[config.mk]
export PLATFORM = sky130hd
export DESIGN_NAME = cfel_top
export DESIGN_NICKNAME = d
export VERILOG_FILES = /design/src/include/cfel_pkg.sv /design/src/logic/cfel_flag_latch.sv /design/src/logic/cfel_top.sv
export SDC_FILE = /design/constraint.sdc
export NUM_CORES = 1
export LEC_CHECK = 0
export BUFFER_PORTS_ARGS = -buffer_cell sky130_fd_sc_hd__buf_2
export CAP_MARGIN = 20
export CORE_MARGIN = 2
export CORE_UTILIZATION = 63
export DETAILED_ROUTE_END_ITERATION = 12
export PLACE_DENSITY = 0.86
export SYNTH_ARGS = -nofsm -noshare
export SYNTH_HDL_FRONTEND = slang
export SYNTH_SLANG_ARGS = --single-unit
[constraint.sdc]
create_clock -name i_mclk -period 6.4 [get_ports i_mclk]
set_clock_uncertainty 0.15 [all_clocks]
set_input_delay 0.32 -clock i_mclk [delete_from_list [all_inputs] [get_ports i_mclk]]
set_output_delay 0.32 -clock i_mclk [all_outputs]
set_load 0.01 [all_outputs]
[src/include/cfel_pkg.sv]
`default_nettype none
package cfel_pkg;
  // ****************************************
  // Register map
  // ****************************************
  typedef logic [7:0] cfel_addr_t;
  typedef logic [7:0] cfel_data_t;
  localparam cfel_addr_t OFF_STEPDOWN = 8'h22;
  localparam cfel_addr_t OFF_STEPUP = 8'h23;
  localparam cfel_addr_t OFF_MONITOR = 8'h24;
  localparam cfel_addr_t OFF_STATUS = 8'h25;
  localparam cfel_data_t RESET_VALUE = 8'h00;
  localparam int NUM_EV_REGS = 3;
  localparam int REG_STEPDOWN = 0;
  localparam int REG_STEPUP = 1;
  localparam int REG_MONITOR = 2;

  // Reserved read/write bits of the event registers
  localparam cfel_data_t RSV_MASK [NUM_EV_REGS] = '{8'h88, 8'hF8, 8'hEA};

  // ****************************************
  // Event flags: per converter c, index 3c+0 overcurrent, 3c+1 short, 3c+2 good
  // ****************************************
  localparam int NUM_CONV = 3;
  localparam int NUM_MON = 3;
  localparam int NUM_EV = 12;
  localparam int EV_A_ILIM = 0;
  localparam int EV_A_SC = 1;
  localparam int EV_A_PG = 2;
  localparam int EV_B_ILIM = 3;
  localparam int EV_B_SC = 4;
  localparam int EV_B_PG = 5;
  localparam int EV_UP_ILIM = 6;
  localparam int EV_UP_SC = 7;
  localparam int EV_UP_PG = 8;
  localparam int EV_MON_A = 9;
  localparam int EV_MON_B = 10;
  localparam int EV_ANA = 11;
  localparam int EV_REG [NUM_EV] = '{0, 0, 0, 0, 0, 0, 1, 1, 1, 2, 2, 2};
  localparam int EV_BIT [NUM_EV] = '{0, 1, 2, 4, 5, 6, 0, 1, 2, 2, 4, 0};

  // ****************************************
  // Live status bits
  // ****************************************
  localparam int ST_OVP = 0;
  localparam int ST_WARN = 1;
  localparam int ST_TSD = 2;
  localparam int ST_CLK_BAD = 3;
  localparam int NUM_ST = 4;

  // ****************************************
  // Synchroniser bank layout
  // ****************************************
  localparam int SY_ILIM = 0;
  localparam int SY_PG = 3;
  localparam int SY_MON = 6;
  localparam int SY_ABOVE = 9;
  localparam int SY_STAT = 12;
  localparam int SY_W = 16;

  // ****************************************
  // Start-up window
  // ****************************************
  localparam int CLK_MHZ = 40;
  localparam int START_TIME_US = 1000;
  localparam int START_CYCLES = START_TIME_US * CLK_MHZ;
  localparam int CNT_W = 16;

  typedef enum logic [1:0] {
    SC_OFF = 2'b00,
    SC_START = 2'b01,
    SC_RUN = 2'b11
  } cfel_sc_state_e;
endpackage : cfel_pkg
`default_nettype wire

[src/logic/cfel_flag_latch.sv]
`timescale 1ns/1ps
`default_nettype none
module cfel_flag_latch (
  input wire logic i_mclk,
  input wire logic i_rst_n,
  input wire logic i_cond,
  input wire logic i_clr,
  output logic o_flag
);
  logic cond_d_r;
  logic cond_d_nxt;
  logic flag_nxt;

  // Edge set beats a same-cycle clear
  always_comb begin
    cond_d_nxt = i_cond;
    flag_nxt = (o_flag & ~i_clr) | (i_cond & ~cond_d_r);
  end

  always_ff @(posedge i_mclk) begin
    if (!i_rst_n) begin
      cond_d_r <= 1'b0;
      o_flag <= 1'b0;
    end else begin
      cond_d_r <= cond_d_nxt;
      o_flag <= flag_nxt;
    end
  end
endmodule : cfel_flag_latch
`default_nettype wire

[src/logic/cfel_top.sv]
// Behaviour
// - Converter A good event latches bit 2
// - Converter B good event latches bit 6
// - Converter A short latches bit 1
// - Converter B short latches bit 5
// - Converter A overcurrent latches bit 0
// - Converter B overcurrent latches bit 4
// - Step-up good event latches bit 2
// - Step-up short latches bit 1
// - Step-up overcurrent latches bit 0
// - Monitor B good event latches bit 4
// - Monitor A good event latches bit 2
// - Analog supply good event latches bit 0
// - Status bit 3 shows sync clock invalid
// - Status bit 2 shows thermal shutdown live
// - Status bit 1 shows thermal warning live
// - Status bit 0 shows input overvoltage live
// - All registers reset to zero
// - Group summaries follow non-zero event bits of the group registers; reserved bits are ignored
`timescale 1ns/1ps
`default_nettype none
module cfel_top #(
  parameter int P_START_CYCLES = cfel_pkg::START_CYCLES
) (
  input wire logic i_mclk,
  input wire logic i_rst_n,
  input wire cfel_pkg::cfel_addr_t i_reg_addr,
  input wire logic i_reg_wr,
  input wire cfel_pkg::cfel_data_t i_reg_wdata,
  input wire logic i_conv_a_en,
  input wire logic i_conv_b_en,
  input wire logic i_stepup_en,
  input wire logic i_conv_a_ilim,
  input wire logic i_conv_b_ilim,
  input wire logic i_stepup_ilim,
  input wire logic i_conv_a_pg,
  input wire logic i_conv_b_pg,
  input wire logic i_stepup_pg,
  input wire logic i_ext_mon_a_pg,
  input wire logic i_ext_mon_b_pg,
  input wire logic i_analog_supply_pg,
  input wire logic i_conv_a_above_sc,
  input wire logic i_conv_b_above_sc,
  input wire logic i_stepup_above_sc,
  input wire logic i_input_overvoltage,
  input wire logic i_thermal_warning,
  input wire logic i_thermal_shutdown,
  input wire logic i_ext_sync_clock_bad,
  output cfel_pkg::cfel_data_t o_reg_rdata,
  output logic o_stepdown_summary_flag,
  output logic o_stepup_summary_flag,
  output logic o_monitor_summary_flag
);
  import cfel_pkg::*;

  // ****************************************
  // Input synchronisers
  // ****************************************
  logic [SY_W-1:0] sy1_r;
  logic [SY_W-1:0] sy1_nxt;
  logic [SY_W-1:0] sy2_r;
  logic [SY_W-1:0] sy2_nxt;

  always_comb begin
    sy1_nxt = {i_ext_sync_clock_bad, i_thermal_shutdown, i_thermal_warning,
               i_input_overvoltage, i_stepup_above_sc, i_conv_b_above_sc,
               i_conv_a_above_sc, i_analog_supply_pg, i_ext_mon_b_pg,
               i_ext_mon_a_pg, i_stepup_pg, i_conv_b_pg, i_conv_a_pg,
               i_stepup_ilim, i_conv_b_ilim, i_conv_a_ilim};
    sy2_nxt = sy1_r;
  end

  always_ff @(posedge i_mclk) begin
    if (!i_rst_n) begin
      sy1_r <= '0;
      sy2_r <= '0;
    end else begin
      sy1_r <= sy1_nxt;
      sy2_r <= sy2_nxt;
    end
  end

  // ****************************************
  // Short-circuit detection per converter
  // ****************************************
  logic [NUM_CONV-1:0] conv_en;
  logic [NUM_CONV-1:0] sc_cond;
  cfel_sc_state_e sc_state_r [NUM_CONV];
  logic [CNT_W-1:0] sc_cnt_r [NUM_CONV];

  assign conv_en = {i_stepup_en, i_conv_b_en, i_conv_a_en};

  // Timeout falls into the run state, so a missed start looks like a drop
  for (genvar c = 0; c < NUM_CONV; c++) begin : g_sc
    cfel_sc_state_e state_nxt;
    logic [CNT_W-1:0] cnt_nxt;
    logic above;

    assign above = sy2_r[SY_ABOVE+c];

    always_comb begin
      state_nxt = sc_state_r[c];
      cnt_nxt = sc_cnt_r[c];
      unique case (sc_state_r[c])
        SC_OFF: begin
          cnt_nxt = '0;
          if (conv_en[c]) begin
            state_nxt = SC_START;
          end
        end
        SC_START: begin
          if (!conv_en[c]) begin
            state_nxt = SC_OFF;
          end else if (above || sc_cnt_r[c] == CNT_W'(P_START_CYCLES)) begin
            state_nxt = SC_RUN;
          end else begin
            cnt_nxt = sc_cnt_r[c] + 1'b1;
          end
        end
        SC_RUN: begin
          if (!conv_en[c]) begin
            state_nxt = SC_OFF;
          end
        end
        default: begin
          state_nxt = SC_OFF;
        end
      endcase
    end

    // Below threshold while running, or never reached it in time
    assign sc_cond[c] = (sc_state_r[c] == SC_RUN) && !above;

    always_ff @(posedge i_mclk) begin
      if (!i_rst_n) begin
        sc_state_r[c] <= SC_OFF;
        sc_cnt_r[c] <= '0;
      end else begin
        sc_state_r[c] <= state_nxt;
        sc_cnt_r[c] <= cnt_nxt;
      end
    end
  end

  // ****************************************
  // Event conditions and clear decode
  // ****************************************
  logic [NUM_EV-1:0] ev_cond;
  logic [NUM_EV-1:0] ev_clr;
  logic [NUM_EV-1:0] ev_flag;
  cfel_addr_t ev_off [NUM_EV_REGS];

  assign ev_off = '{OFF_STEPDOWN, OFF_STEPUP, OFF_MONITOR};

  for (genvar c = 0; c < NUM_CONV; c++) begin : g_conv_ev
    assign ev_cond[3*c] = sy2_r[SY_ILIM+c];
    assign ev_cond[3*c+1] = sc_cond[c];
    assign ev_cond[3*c+2] = sy2_r[SY_PG+c];
  end

  for (genvar m = 0; m < NUM_MON; m++) begin : g_mon_ev
    assign ev_cond[EV_MON_A+m] = sy2_r[SY_MON+m];
  end

  // Only a one clears; a zero bit leaves the flag alone
  for (genvar e = 0; e < NUM_EV; e++) begin : g_ev
    assign ev_clr[e] = i_reg_wr && i_reg_addr == ev_off[EV_REG[e]]
                       && i_reg_wdata[EV_BIT[e]];

    cfel_flag_latch u_flag (
      .i_mclk(i_mclk),
      .i_rst_n(i_rst_n),
      .i_cond(ev_cond[e]),
      .i_clr(ev_clr[e]),
      .o_flag(ev_flag[e])
    );
  end

  // ****************************************
  // Register state and readback
  // ****************************************
  cfel_data_t rsv_r [NUM_EV_REGS];
  cfel_data_t rsv_nxt [NUM_EV_REGS];
  cfel_data_t ev_rd [NUM_EV_REGS];
  logic [NUM_ST-1:0] status_r;
  logic [NUM_ST-1:0] status_nxt;
  logic [NUM_EV_REGS-1:0] summ_r;
  logic [NUM_EV_REGS-1:0] summ_nxt;
  cfel_data_t rdata_nxt;

  always_comb begin
    for (int r = 0; r < NUM_EV_REGS; r++) begin
      rsv_nxt[r] = rsv_r[r];
      if (i_reg_wr && i_reg_addr == ev_off[r]) begin
        rsv_nxt[r] = i_reg_wdata & RSV_MASK[r];
      end
      ev_rd[r] = rsv_r[r];
    end
    for (int e = 0; e < NUM_EV; e++) begin
      ev_rd[EV_REG[e]][EV_BIT[e]] = ev_flag[e];
    end
    // Summaries ignore reserved bits, which carry no event
    for (int r = 0; r < NUM_EV_REGS; r++) begin
      summ_nxt[r] = |(ev_rd[r] & ~RSV_MASK[r]);
    end
    // Live status is not latched, only synchronised
    status_nxt = sy2_r[SY_STAT +: NUM_ST];
    unique case (i_reg_addr)
      OFF_STEPDOWN: rdata_nxt = ev_rd[REG_STEPDOWN];
      OFF_STEPUP: rdata_nxt = ev_rd[REG_STEPUP];
      OFF_MONITOR: rdata_nxt = ev_rd[REG_MONITOR];
      OFF_STATUS: rdata_nxt = {4'h0, status_r};
      default: rdata_nxt = RESET_VALUE;
    endcase
  end

  always_ff @(posedge i_mclk) begin
    if (!i_rst_n) begin
      for (int r = 0; r < NUM_EV_REGS; r++) begin
        rsv_r[r] <= RESET_VALUE;
      end
      status_r <= '0;
      summ_r <= '0;
      o_reg_rdata <= RESET_VALUE;
    end else begin
      for (int r = 0; r < NUM_EV_REGS; r++) begin
        rsv_r[r] <= rsv_nxt[r];
      end
      status_r <= status_nxt;
      summ_r <= summ_nxt;
      o_reg_rdata <= rdata_nxt;
    end
  end

  assign o_stepdown_summary_flag = summ_r[REG_STEPDOWN];
  assign o_stepup_summary_flag = summ_r[REG_STEPUP];
  assign o_monitor_summary_flag = summ_r[REG_MONITOR];
endmodule : cfel_top
`default_nettype wire

==> impl_results.html, run 1 <==
<table>
<tr><th>Metric</th><th>Value</th></tr>
<tr><th colspan="2">Placement</th></tr>
<tr><td>Placement Setup Slack</td><td>3.50 ns</td></tr>
<tr><td>Cell count after placement</td><td>731</td></tr>
<tr><td>Routability Congestion</td><td>0.860</td></tr>
<tr><td>Total placed instance area</td><td>0.00578 sq mm</td></tr>
<tr><td>Dpl hpwl</td><td>7420 um</td></tr>
<tr><td>IO buf count</td><td>48</td></tr>
<tr><th colspan="2">Clocking</th></tr>
<tr><td>Worst-case clock buffer depth</td><td>2</td></tr>
<tr><td>Number of cells upsized or downsized after cts</td><td>0</td></tr>
<tr><td>Inserted Clock Buffers</td><td>17</td></tr>
<tr><td>Sink Count</td><td>137</td></tr>
<tr><td>Clock latency on the worst-skew pair</td><td>0.53 ns</td></tr>
<tr><td>Root buf cell</td><td>clkbuf_8</td></tr>
<tr><td>Clock input transition at the sequential cells of the worst setup and hold paths</td><td>0.07 ns</td></tr>
<tr><td>Clock tree from TritonCTS</td><td>done</td></tr>
<tr><td>CTS H-tree depth</td><td>4</td></tr>
<tr><td>Postcts setup bufs</td><td>0</td></tr>
<tr><th colspan="2">Synthesis</th></tr>
<tr><td>Proportion of synthesized flip-flops having asynchronous set or reset</td><td>0</td></tr>
<tr><td>Cell type contributing the most total cell area after synthesis</td><td>dfxtp_1</td></tr>
<tr><td>Most frequently used flop master after synthesis</td><td>dfxtp_1</td></tr>
<tr><td>Synthesized area per cell</td><td>9.19 sq um</td></tr>
<tr><td>Count of unique library cells instantiated by Yosys</td><td>52</td></tr>
<tr><td>Synth top area cells</td><td>dfxtp_1, and2_1, nand3_1, a21oi_1, nand2_1</td></tr>
<tr><td>Number of register bits inferred by synthesis</td><td>137</td></tr>
<tr><td>Post-Syn Instances</td><td>598</td></tr>
<tr><td>Synth Net Count</td><td>642</td></tr>
<tr><td>Mapped cell area</td><td>0.00550 sq mm</td></tr>
<tr><td>Number of synthesized flops with an enable pin</td><td>0</td></tr>
<tr><td>Share of the synthesized area in the top cell type</td><td>0.499</td></tr>
<tr><td>Sequential-to-total area share from yosys stat</td><td>0.499</td></tr>
<tr><td>Warning count from the yosys run</td><td>0</td></tr>
<tr><th colspan="2">Power</th></tr>
<tr><td>Reported leakage power</td><td>2.42 nW</td></tr>
<tr><td>Power share of the sequential group</td><td>0.439</td></tr>
<tr><td>PD cells</td><td>300 mW/mm^2</td></tr>
<tr><td>Combinational fraction of design power</td><td>0.040</td></tr>
<tr><td>Net switching component of the power</td><td>0.000475 W</td></tr>
<tr><td>Maximum VDD drop</td><td>243 uV</td></tr>
<tr><td>Internal power contribution</td><td>0.00153 W</td></tr>
<tr><td>Clock share of power</td><td>0.520</td></tr>
<tr><td>Fraction of power spent switching nets</td><td>0.237</td></tr>
<tr><th colspan="2">Finish</th></tr>
<tr><td>Layout cell share with drive strength beyond 1</td><td>0.138</td></tr>
<tr><td>Area delta synth-&gt;final</td><td>21.6%</td></tr>
<tr><td>Diode count</td><td>0</td></tr>
<tr><td>Net count of the finished layout</td><td>713</td></tr>
<tr><td>Final instance count without filler cells</td><td>790</td></tr>
<tr><td>Final instance area</td><td>0.00669 sq mm</td></tr>
<tr><th colspan="2">Floorplanning</th></tr>
<tr><td>Die Span X</td><td>97.4 um</td></tr>
<tr><td>Die outline area</td><td>0.00949 sq mm</td></tr>
<tr><td>Initial core utilization</td><td>0.640</td></tr>
<tr><td>Count of boundary I/O pins</td><td>49</td></tr>
<tr><td>Area of the core region</td><td>0.00859 sq mm</td></tr>
<tr><td>Die height</td><td>97.4 um</td></tr>
<tr><td>Floorplan row count</td><td>34</td></tr>
<tr><th colspan="2">STA</th></tr>
<tr><td>Relative slew slack</td><td>0.293</td></tr>
<tr><td>Post-layout min period</td><td>2.52 ns</td></tr>
<tr><td>Upper clock frequency limit</td><td>397 MHz</td></tr>
<tr><td>RSZ-0062 raised after global routing</td><td>no</td></tr>
<tr><td>Fin crit share</td><td>0.394</td></tr>
<tr><td>Final hold violations</td><td>0</td></tr>
<tr><td>Number of max-slew violations in the final report</td><td>0</td></tr>
<tr><td>Least setup slack across all paths after layout</td><td>3.88 ns</td></tr>
<tr><td>Number of setup violations in the final report</td><td>0</td></tr>
<tr><td>Slew at the pin closest to its max-slew limit</td><td>1.05 ns</td></tr>
<tr><td>Sum Neg Setup Slack</td><td>0 ns</td></tr>
<tr><th colspan="2">Route</th></tr>
<tr><td>Per-cell routed wire length</td><td>15.6 um</td></tr>
<tr><td>Vias post-DR</td><td>4673</td></tr>
<tr><td>Final routed DRC violation total</td><td>0</td></tr>
<tr><td>First drt pass iteration count</td><td>5</td></tr>
<tr><td>Remaining number of nets flagged by the antenna check after routing</td><td>0</td></tr>
<tr><td>DRT Wirelength</td><td>12300 um</td></tr>
<tr><td>Violation count after the first detailed-routing iteration</td><td>374</td></tr>
<tr><td>DR vias/cell</td><td>5.92</td></tr>
<tr><th colspan="2">Global routing</th></tr>
<tr><td>Maximum number of pins on one net before global-route repair</td><td>90</td></tr>
<tr><td>Global-route wire length before repair</td><td>20900 um</td></tr>
<tr><td>Number of global-route vias before repair</td><td>4562</td></tr>
<tr><td>Final global-route overflow total</td><td>0</td></tr>
<tr><td>Global routing usage summed across all routing layers</td><td>0.271</td></tr>
<tr><td>Number of antenna violations at the first check in global routing</td><td>0</td></tr>
<tr><th colspan="2">Critical path</th></tr>
<tr><td>Critical path destination</td><td>sc_cnt_r[2][10]$_SDFFE_PN0P_</td></tr>
<tr><td>CP Launch Point</td><td>sc_cnt_r[2][0]$_SDFFE_PN0P_</td></tr>
<tr><td>Critical Path Source Type</td><td>register</td></tr>
<tr><td>Data required time of the critical path</td><td>6.72 ns</td></tr>
<tr><td>Crit. End Element</td><td>register</td></tr>
<tr><td>Worst r2r path cells</td><td>7</td></tr>
<tr><td>Data arrival at the endpoint of the critical path</td><td>2.84 ns</td></tr>
<tr><td>Reg-to-reg setup timing slack</td><td>3.88 ns</td></tr>
<tr><td>Startpoint of the lowest-slack register-to-register path</td><td>sc_cnt_r[2][0]$_SDFFE_PN0P_</td></tr>
<tr><td>R2R Path End</td><td>sc_cnt_r[2][10]$_SDFFE_PN0P_</td></tr>
<tr><td>Worst Path Max Fanout</td><td>23</td></tr>
<tr><td>WS Path Type</td><td>register to register</td></tr>
<tr><th colspan="2">Status</th></tr>
<tr><td>Run status</td><td>finished, final reports clean</td></tr>
<tr><th colspan="2">Hold path</th></tr>
<tr><td>Worst hold path depth</td><td>4</td></tr>
<tr><td>Worst hold path class</td><td>input port to register</td></tr>
<tr><th colspan="2">Flow run</th></tr>
<tr><td>Max-cap violation count</td><td>0</td></tr>
</table>
==> registers in the layout, summed over array words and instances (netlist names) <==
signal	cells
g_ev.u_flag.o_flag	12
sy2_r	16
sy1_r	16
g_ev.u_flag.cond_d_r	12
status_r	4
sc_state_r	6
sc_cnt_r	48
summ_r	3
rsv_r	12
o_reg_rdata	8
==> critical path: stages (launching register included) <==
cell     delay, ns
dfxtp_1       0.36
inv_1         0.07
ha_1          0.14
nor4b_1       0.33
a41oi_2       0.31
a21oi_2       0.75
o21ai_0       0.21
a21oi_1       0.15
==> placed cells by master, fill, tap and decap left out, drive strengths merged, types with 2 or more instances in the layout <==
| cell | instances |
|---|---|
| a21boi | 21 |
| mux2i | 3 |
| nor4 | 6 |
| nor4b | 7 |
| nor3 | 8 |
| a31oi | 7 |
| nor2b | 8 |
| a222oi | 6 |
| dlygate4sd3 | 25 |
| a32oi | 3 |
| or3 | 11 |
| nor4bb | 3 |
| and4 | 3 |
| a32o | 5 |
| bufinv | 3 |
| ha | 6 |
| o31ai | 9 |
| a22o | 3 |
| nand2 | 41 |
| nand3 | 45 |
| a21oi | 33 |
| clkinv | 3 |
| or2 | 2 |
| xor2 | 3 |
| and2 | 49 |
| o31a | 4 |
| o21ai | 26 |
| xnor2 | 10 |
| and3 | 8 |
| a41oi | 2 |
| nand2b | 9 |
| or4 | 9 |
| o211ai | 3 |
| nor2 | 35 |
| buf | 52 |
| clkbuf | 18 |
| dfxtp | 137 |
| nand4 | 11 |
| inv | 36 |
==> what timing repair did <==
item,4_1_cts,5_1_grt
hold endpoints to repair,35,0
endpoints found under the setup margin,0,0
hold buffers,25,0
==> cell usage after synthesis (all sizes together), types with 2 or more instances <==
master,number
nand3,45
inv,27
buf,8
a41oi,2
dfxtp,137
mux2i,3
nor2,35
nor4b,7
xnor2,10
o31a,4
nor2b,8
and2,49
a22o,3
a32o,5
nor4,6
or4,9
ha,6
o31ai,9
nand2,41
clkbuf,18
o211ai,3
o21ai,26
a222oi,6
nand2b,9
a31oi,7
or3,11
a21boi,21
nand4,11
xor2,3
nor4bb,3
and4,3
a32oi,3
a21oi,33
nor3,8
or2,2
and3,8
==> layout make-up <==
class | instances | area [sq um]
Multi-Input combinational cell | 408 | 2540
Fill cell | 556 | 1910
Sequential cell | 137 | 2740
Clock buffer | 17 | 414
Inverter | 27 | 101
Timing Repair Buffer | 78 | 532
Tap cell | 108 | 135
Clock inverter | 15 | 223
==> routing by layer <==
metal | part of all wire | GRT usage
met2 | 0.50 | 0.453
met4 | 0.018 | 0.121
met5 | 0 | 0
met1 | 0.42 | 0.329
met3 | 0.061 | 0.0712
==> how the worst min path moves through the flow <==
| stage | from | to | slack [ns] |
|---|---|---|---|
| 3_5_place_dp | sy1_r[3]$_SDFF_PN0_ | sy2_r[3]$_SDFF_PN0_ | 0.27 |
| 6_report | i_reg_addr[3] | rsv_r[0][11]$_SDFFE_PN0N_ | 0.03 |
| 4_1_cts | i_reg_wdata[2] | g_ev[8].u_flag.o_flag$_SDFF_PN0_ | 0.008 |
| 2_1_floorplan | sy2_r[10]$_SDFF_PN0_ | g_ev[4].u_flag.cond_d_r$_SDFF_PN0_ | 0.26 |
| 3_3_place_gp | sy1_r[14]$_SDFF_PN0_ | sy2_r[14]$_SDFF_PN0_ | 0.26 |
| 5_1_grt | i_reg_addr[3] | rsv_r[0][11]$_SDFFE_PN0N_ | 0.04 |
==> power groups by stage <==
stage	sequential [W]	clock, W	combinational [W]
after global placement	0.000898	0	0.0000637
after floorplan	0.000896	0	0.0000436
after global routing	0.000882	0.00109	0.0000886
after detailed placement	0.000899	0	0.0000660
after CTS	0.000880	0.00105	0.0000793
final	0.000880	0.00104	0.0000806
==> kinds of logic (layout without fill, tap and decap cells) <==
| family | Yosys count | count (layout) | synth area share |
|---|---|---|---|
| AO/OA/AOI/OAI | 126 | 126 | 0.156 |
| XOR/XNOR | 13 | 13 | 0.0207 |
| adder cells (fa/ha/maj) | 6 | 6 | 0.0137 |
| buffers and inverters | 53 | 137 | 0.0392 |
| flip-flops | 137 | 137 | 0.499 |
| multiplexers | 4 | 4 | 0.00751 |
| AND/OR/NAND/NOR | 259 | 259 | 0.264 |
==> through the flow <==
| step | total power [W] | util | hold WS, ns |
|---|---|---|---|
| 2_1_floorplan | 0.000940 | - | 0.260 |
| 3_3_place_gp | 0.000962 | 0.673 | 0.264 |
| 3_5_place_dp | 0.000965 | 0.673 | 0.268 |
| 4_1_cts | 0.00201 | 0.776 | 0.00797 |
| 5_1_grt | 0.00206 | 0.778 | 0.0371 |
| 6_report | 0.00200 | 0.778 | 0.0273 |
(Power assumes the default switching activity.)
==> inputs of run 2 (changes only) <==
Settings changed: CORE_UTILIZATION 63 to 53, PLACE_DENSITY 0.86 to 0.77.
Clock period 6.4 ns to 2 ns, I/O delays scaled along.
==> run 2 against run 1 <==
Net effect: the run now ends with setup timing left; core utilization down 6.4 points; non-clock buffer count up 49; routed wire length up 7.6%; total power rose to 3.0 times the previous value; register-to-register slack worse by 3.9 ns; global-route usage down 3.5 points; die area up 18%; sequential cell count unchanged.
==> impl_results.html, run 2 (synthesized netlist as in run 1, its figures left out) <==
<table>
<tr><th>Metric</th><th>Value</th></tr>
<tr><th colspan="2">Status</th></tr>
<tr><td>Run status</td><td>finished with violations</td></tr>
<tr><td>Failing checks</td><td>setup timing</td></tr>
<tr><th colspan="2">Finish</th></tr>
<tr><td>Area delta synth-&gt;final</td><td>32.3%</td></tr>
<tr><td>Net count of the finished layout</td><td>762 (+6.9%)</td></tr>
<tr><td>Core occupancy in the finished layout</td><td>0.714 (-0.0643)</td></tr>
<tr><td>Largest registers</td><td>sc_cnt_r x48, sy1_r x16, sy2_r x16</td></tr>
<tr><td>Number of flip-flops under the largest register name</td><td>48 (unchanged)</td></tr>
<tr><td>Layout cell share with drive strength beyond 1</td><td>0.230 (+0.0920)</td></tr>
<tr><td>Diode count</td><td>0 (unchanged)</td></tr>
<tr><td>Final instance area</td><td>0.00727 sq mm (+8.7%)</td></tr>
<tr><td>Register with the most flip-flops</td><td>sc_cnt_r</td></tr>
<tr><td>Commonest cells after routing, fill and taps aside</td><td>dfxtp_1, and2_1, buf_2</td></tr>
<tr><td>Filler cells</td><td>732 (+32%)</td></tr>
<tr><td>Final instance count without filler cells</td><td>867 (+9.7%)</td></tr>
<tr><td>Leading cell type in the layout, fill and taps excluded</td><td>dfxtp_1</td></tr>
<tr><th colspan="2">Route</th></tr>
<tr><td>Violation count after the first detailed-routing iteration</td><td>362 (-3.2%)</td></tr>
<tr><td>Final routed DRC violation total</td><td>0 (unchanged)</td></tr>
<tr><td>Per-cell routed wire length</td><td>15.3 um (-1.9%)</td></tr>
<tr><td>DR vias/cell</td><td>5.56 (-6.1%)</td></tr>
<tr><td>Remaining number of nets flagged by the antenna check after routing</td><td>0 (unchanged)</td></tr>
<tr><td>DRT Wirelength</td><td>13300 um (+7.6%)</td></tr>
<tr><td>First drt pass iteration count</td><td>5 (unchanged)</td></tr>
<tr><td>Vias post-DR</td><td>4817 (+3.1%)</td></tr>
<tr><th colspan="2">Clocking</th></tr>
<tr><td>Clock latency on the worst-skew pair</td><td>0.52 ns (about the same)</td></tr>
<tr><td>Clock input transition at the sequential cells of the worst setup and hold paths</td><td>0.06 ns (about the same)</td></tr>
<tr><td>Root buf cell</td><td>clkbuf_8</td></tr>
<tr><td>Inserted Clock Buffers</td><td>17 (unchanged)</td></tr>
<tr><td>CTS H-tree depth</td><td>4 (unchanged)</td></tr>
<tr><td>Sink Count</td><td>137 (unchanged)</td></tr>
<tr><td>Worst-case clock buffer depth</td><td>2 (unchanged)</td></tr>
<tr><td>Clock tree from TritonCTS</td><td>done</td></tr>
<tr><th colspan="2">Floorplanning</th></tr>
<tr><td>Die outline area</td><td>0.0112 sq mm (+18%)</td></tr>
<tr><td>Die height</td><td>106 um (+8.7%)</td></tr>
<tr><td>Floorplan row count</td><td>37 (+8.8%)</td></tr>
<tr><td>Count of boundary I/O pins</td><td>49 (unchanged)</td></tr>
<tr><td>Area of the core region</td><td>0.0102 sq mm (+19%)</td></tr>
<tr><td>Initial core utilization</td><td>0.540 (-0.100)</td></tr>
<tr><td>Die Span X</td><td>106 um (+8.7%)</td></tr>
<tr><th colspan="2">Placement</th></tr>
<tr><td>Total placed instance area</td><td>0.00611 sq mm (+5.7%)</td></tr>
<tr><td>Cell count after placement</td><td>793 (+8.5%)</td></tr>
<tr><td>Routability Congestion</td><td>0.898 (+4.4%)</td></tr>
<tr><td>Dpl hpwl</td><td>8170 um (+10%)</td></tr>
<tr><td>IO buf count</td><td>48 (unchanged)</td></tr>
<tr><th colspan="2">STA</th></tr>
<tr><td>Post-layout min period</td><td>2.02 ns (-0.500 ns)</td></tr>
<tr><td>Number of max-slew violations in the final report</td><td>0 (unchanged)</td></tr>
<tr><td>Relative slew slack</td><td>0.455 (+0.161)</td></tr>
<tr><td>Fin crit share</td><td>1.01 (+0.617)</td></tr>
<tr><td>Sum Neg Setup Slack</td><td>-0.0215 ns (-0.0215 ns)</td></tr>
<tr><td>Upper clock frequency limit</td><td>495 MHz (+25%)</td></tr>
<tr><td>RSZ-0062 raised after global routing</td><td>yes</td></tr>
<tr><td>Final hold violations</td><td>0 (unchanged)</td></tr>
<tr><td>Worst hold margin</td><td>0.0498 ns (+0.0225 ns)</td></tr>
<tr><td>Number of setup violations in the final report</td><td>1 (+1)</td></tr>
<tr><td>Least setup slack across all paths after layout</td><td>-0.0215 ns (-3.90 ns)</td></tr>
<tr><td>Slew at the pin closest to its max-slew limit</td><td>0.815 ns (-0.237 ns)</td></tr>
<tr><th colspan="2">Power</th></tr>
<tr><td>Power share of the sequential group</td><td>0.462 (+0.023)</td></tr>
<tr><td>Fraction of power spent switching nets</td><td>0.252 (+0.0151)</td></tr>
<tr><td>Net switching component of the power</td><td>0.00153 W (+220%)</td></tr>
<tr><td>Internal power contribution</td><td>0.00455 W (+200%)</td></tr>
<tr><td>Clock share of power</td><td>0.486 (-0.034)</td></tr>
<tr><td>Combinational fraction of design power</td><td>0.052 (+0.012)</td></tr>
<tr><td>Maximum VDD drop</td><td>592 uV (+140%)</td></tr>
<tr><td>PD cells</td><td>837 mW/mm^2 (+180%)</td></tr>
<tr><td>Reported leakage power</td><td>2.70 nW (+11%)</td></tr>
<tr><th colspan="2">Critical path</th></tr>
<tr><td>Cell depth of the worst setup path</td><td>7 (unchanged)</td></tr>
<tr><td>Data arrival at the endpoint of the critical path</td><td>2.32 ns (-0.52 ns)</td></tr>
<tr><td>Startpoint of the lowest-slack register-to-register path</td><td>sc_cnt_r[0][0]$_SDFFE_PN0P_</td></tr>
<tr><td>Worst-path cell chain</td><td>inv_2, ha_4, nor4b_4, a41oi_2, a31oi_4, or4_1, a21oi_1</td></tr>
<tr><td>Worst Path Max Fanout</td><td>4 (-83%)</td></tr>
<tr><td>Data required time of the critical path</td><td>2.30 ns (-4.42 ns)</td></tr>
<tr><td>Worst r2r path cells</td><td>7 (unchanged)</td></tr>
<tr><td>Delay of the slowest critical-path stage</td><td>0.55 ns (-0.20 ns)</td></tr>
<tr><td>CP Launch Point</td><td>sc_cnt_r[0][0]$_SDFFE_PN0P_</td></tr>
<tr><td>Category of cells accounting for the largest share of critical-path delay</td><td>simple AND/OR/NAND/NOR gates</td></tr>
<tr><td>Crit. End Element</td><td>register</td></tr>
<tr><td>WS Path Type</td><td>register to register</td></tr>
<tr><td>Buffers plus inverters on the worst setup path</td><td>1 (unchanged)</td></tr>
<tr><td>Worst path slowest cell</td><td>or4_1</td></tr>
<tr><td>Critical Path Source Type</td><td>register</td></tr>
<tr><th colspan="2">Global routing</th></tr>
<tr><td>Maximum number of pins on one net before global-route repair</td><td>58 (-36%)</td></tr>
<tr><td>Number of antenna violations at the first check in global routing</td><td>0 (unchanged)</td></tr>
<tr><td>Number of global-route vias before repair</td><td>4675 (+2.5%)</td></tr>
<tr><td>Global routing usage summed across all routing layers</td><td>0.236 (-0.0347)</td></tr>
<tr><td>Global-route wire length before repair</td><td>21200 um (+1.3%)</td></tr>
<tr><td>Final global-route overflow total</td><td>0 (unchanged)</td></tr>
<tr><th colspan="2">Hold path</th></tr>
<tr><td>Worst hold path class</td><td>input port to register</td></tr>
<tr><td>Worst hold path depth</td><td>6 (+2)</td></tr>
<tr><td>Origin of the worst min-delay path</td><td>i_reg_addr[7]</td></tr>
<tr><th colspan="2">Flow run</th></tr>
<tr><td>Max-cap violation count</td><td>0 (unchanged)</td></tr>
</table>
## run 2: per-layer routing
| layer | routed length, um | GRT usage | part of all wire | up-vias |
|---|---|---|---|---|
| met5 | 0 | 0 | 0 | - |
| met4 | 233 | 0.0949 | 0.018 | 0 |
| met3 | 639 | 0.0550 | 0.048 | 24 |
| met2 | 6820 | 0.406 | 0.51 | 148 |
| met1 | 5580 | 0.286 | 0.42 | 2263 |
| li1 | - | - | - | 2382 |
## run 2: worst paths after layout
check                                     end  slack (ns)
setup / recovery  sc_cnt_r[0][7]$_SDFFE_PN0P_       -0.02
hold / removal       rsv_r[0][3]$_SDFFE_PN0N_        0.05
setup reg to reg  sc_cnt_r[0][7]$_SDFFE_PN0P_       -0.02
hold reg to reg          sy2_r[13]$_SDFF_PN0_        0.29
## run 2: worst register-to-register path: stages (launching register included)
cell	delay, ns
dfxtp_2	0.34
inv_2	0.05
ha_4	0.15
nor4b_4	0.12
a41oi_2	0.29
a31oi_4	0.16
or4_1	0.55
a21oi_1	0.15
## run 2: repair_timing
item	4_1_cts	5_1_grt
hold endpoints to repair	58	0
gates resized for setup	3	36
setup buffers	0	5
setup endpoints to repair	6	33
gates cloned	0	1
pin swaps	0	22
hold buffers	36	0
## run 2: layout make-up
type / count / area (sq um) / share of cell area
clock buffer: 17 / 414 / 0.0570
tap: 136 / 170 / 0.0234
sequential: 137 / 2750 / 0.378
clock inverter: 15 / 149 / 0.0205
timing repair buffer: 127 / 941 / 0.129
inverter: 27 / 101 / 0.0139
multi-input combinational: 408 / 2750 / 0.378
## run 2: per-stage QoR
| step | total power (W) | setup slack [ns] |
|---|---|---|
| floorplan | 0.00301 | 0.000791 |
| global placement | 0.00310 | 0.0513 |
| detailed placement | 0.00311 | -0.0158 |
| CTS | 0.00608 | 0.00218 |
| global route | 0.00627 | -0.0881 |
| finish | 0.00608 | -0.0215 |
## run 2: power groups by stage
stage / Combinational [W] / Sequential (W) / Clock (W)
global placement: 0.000233 / 0.00287 / 0
detailed placement: 0.000241 / 0.00287 / 0
CTS: 0.000294 / 0.00281 / 0.00297
finish: 0.000318 / 0.00281 / 0.00295
global route: 0.000347 / 0.00282 / 0.00311
floorplan: 0.000142 / 0.00287 / 0
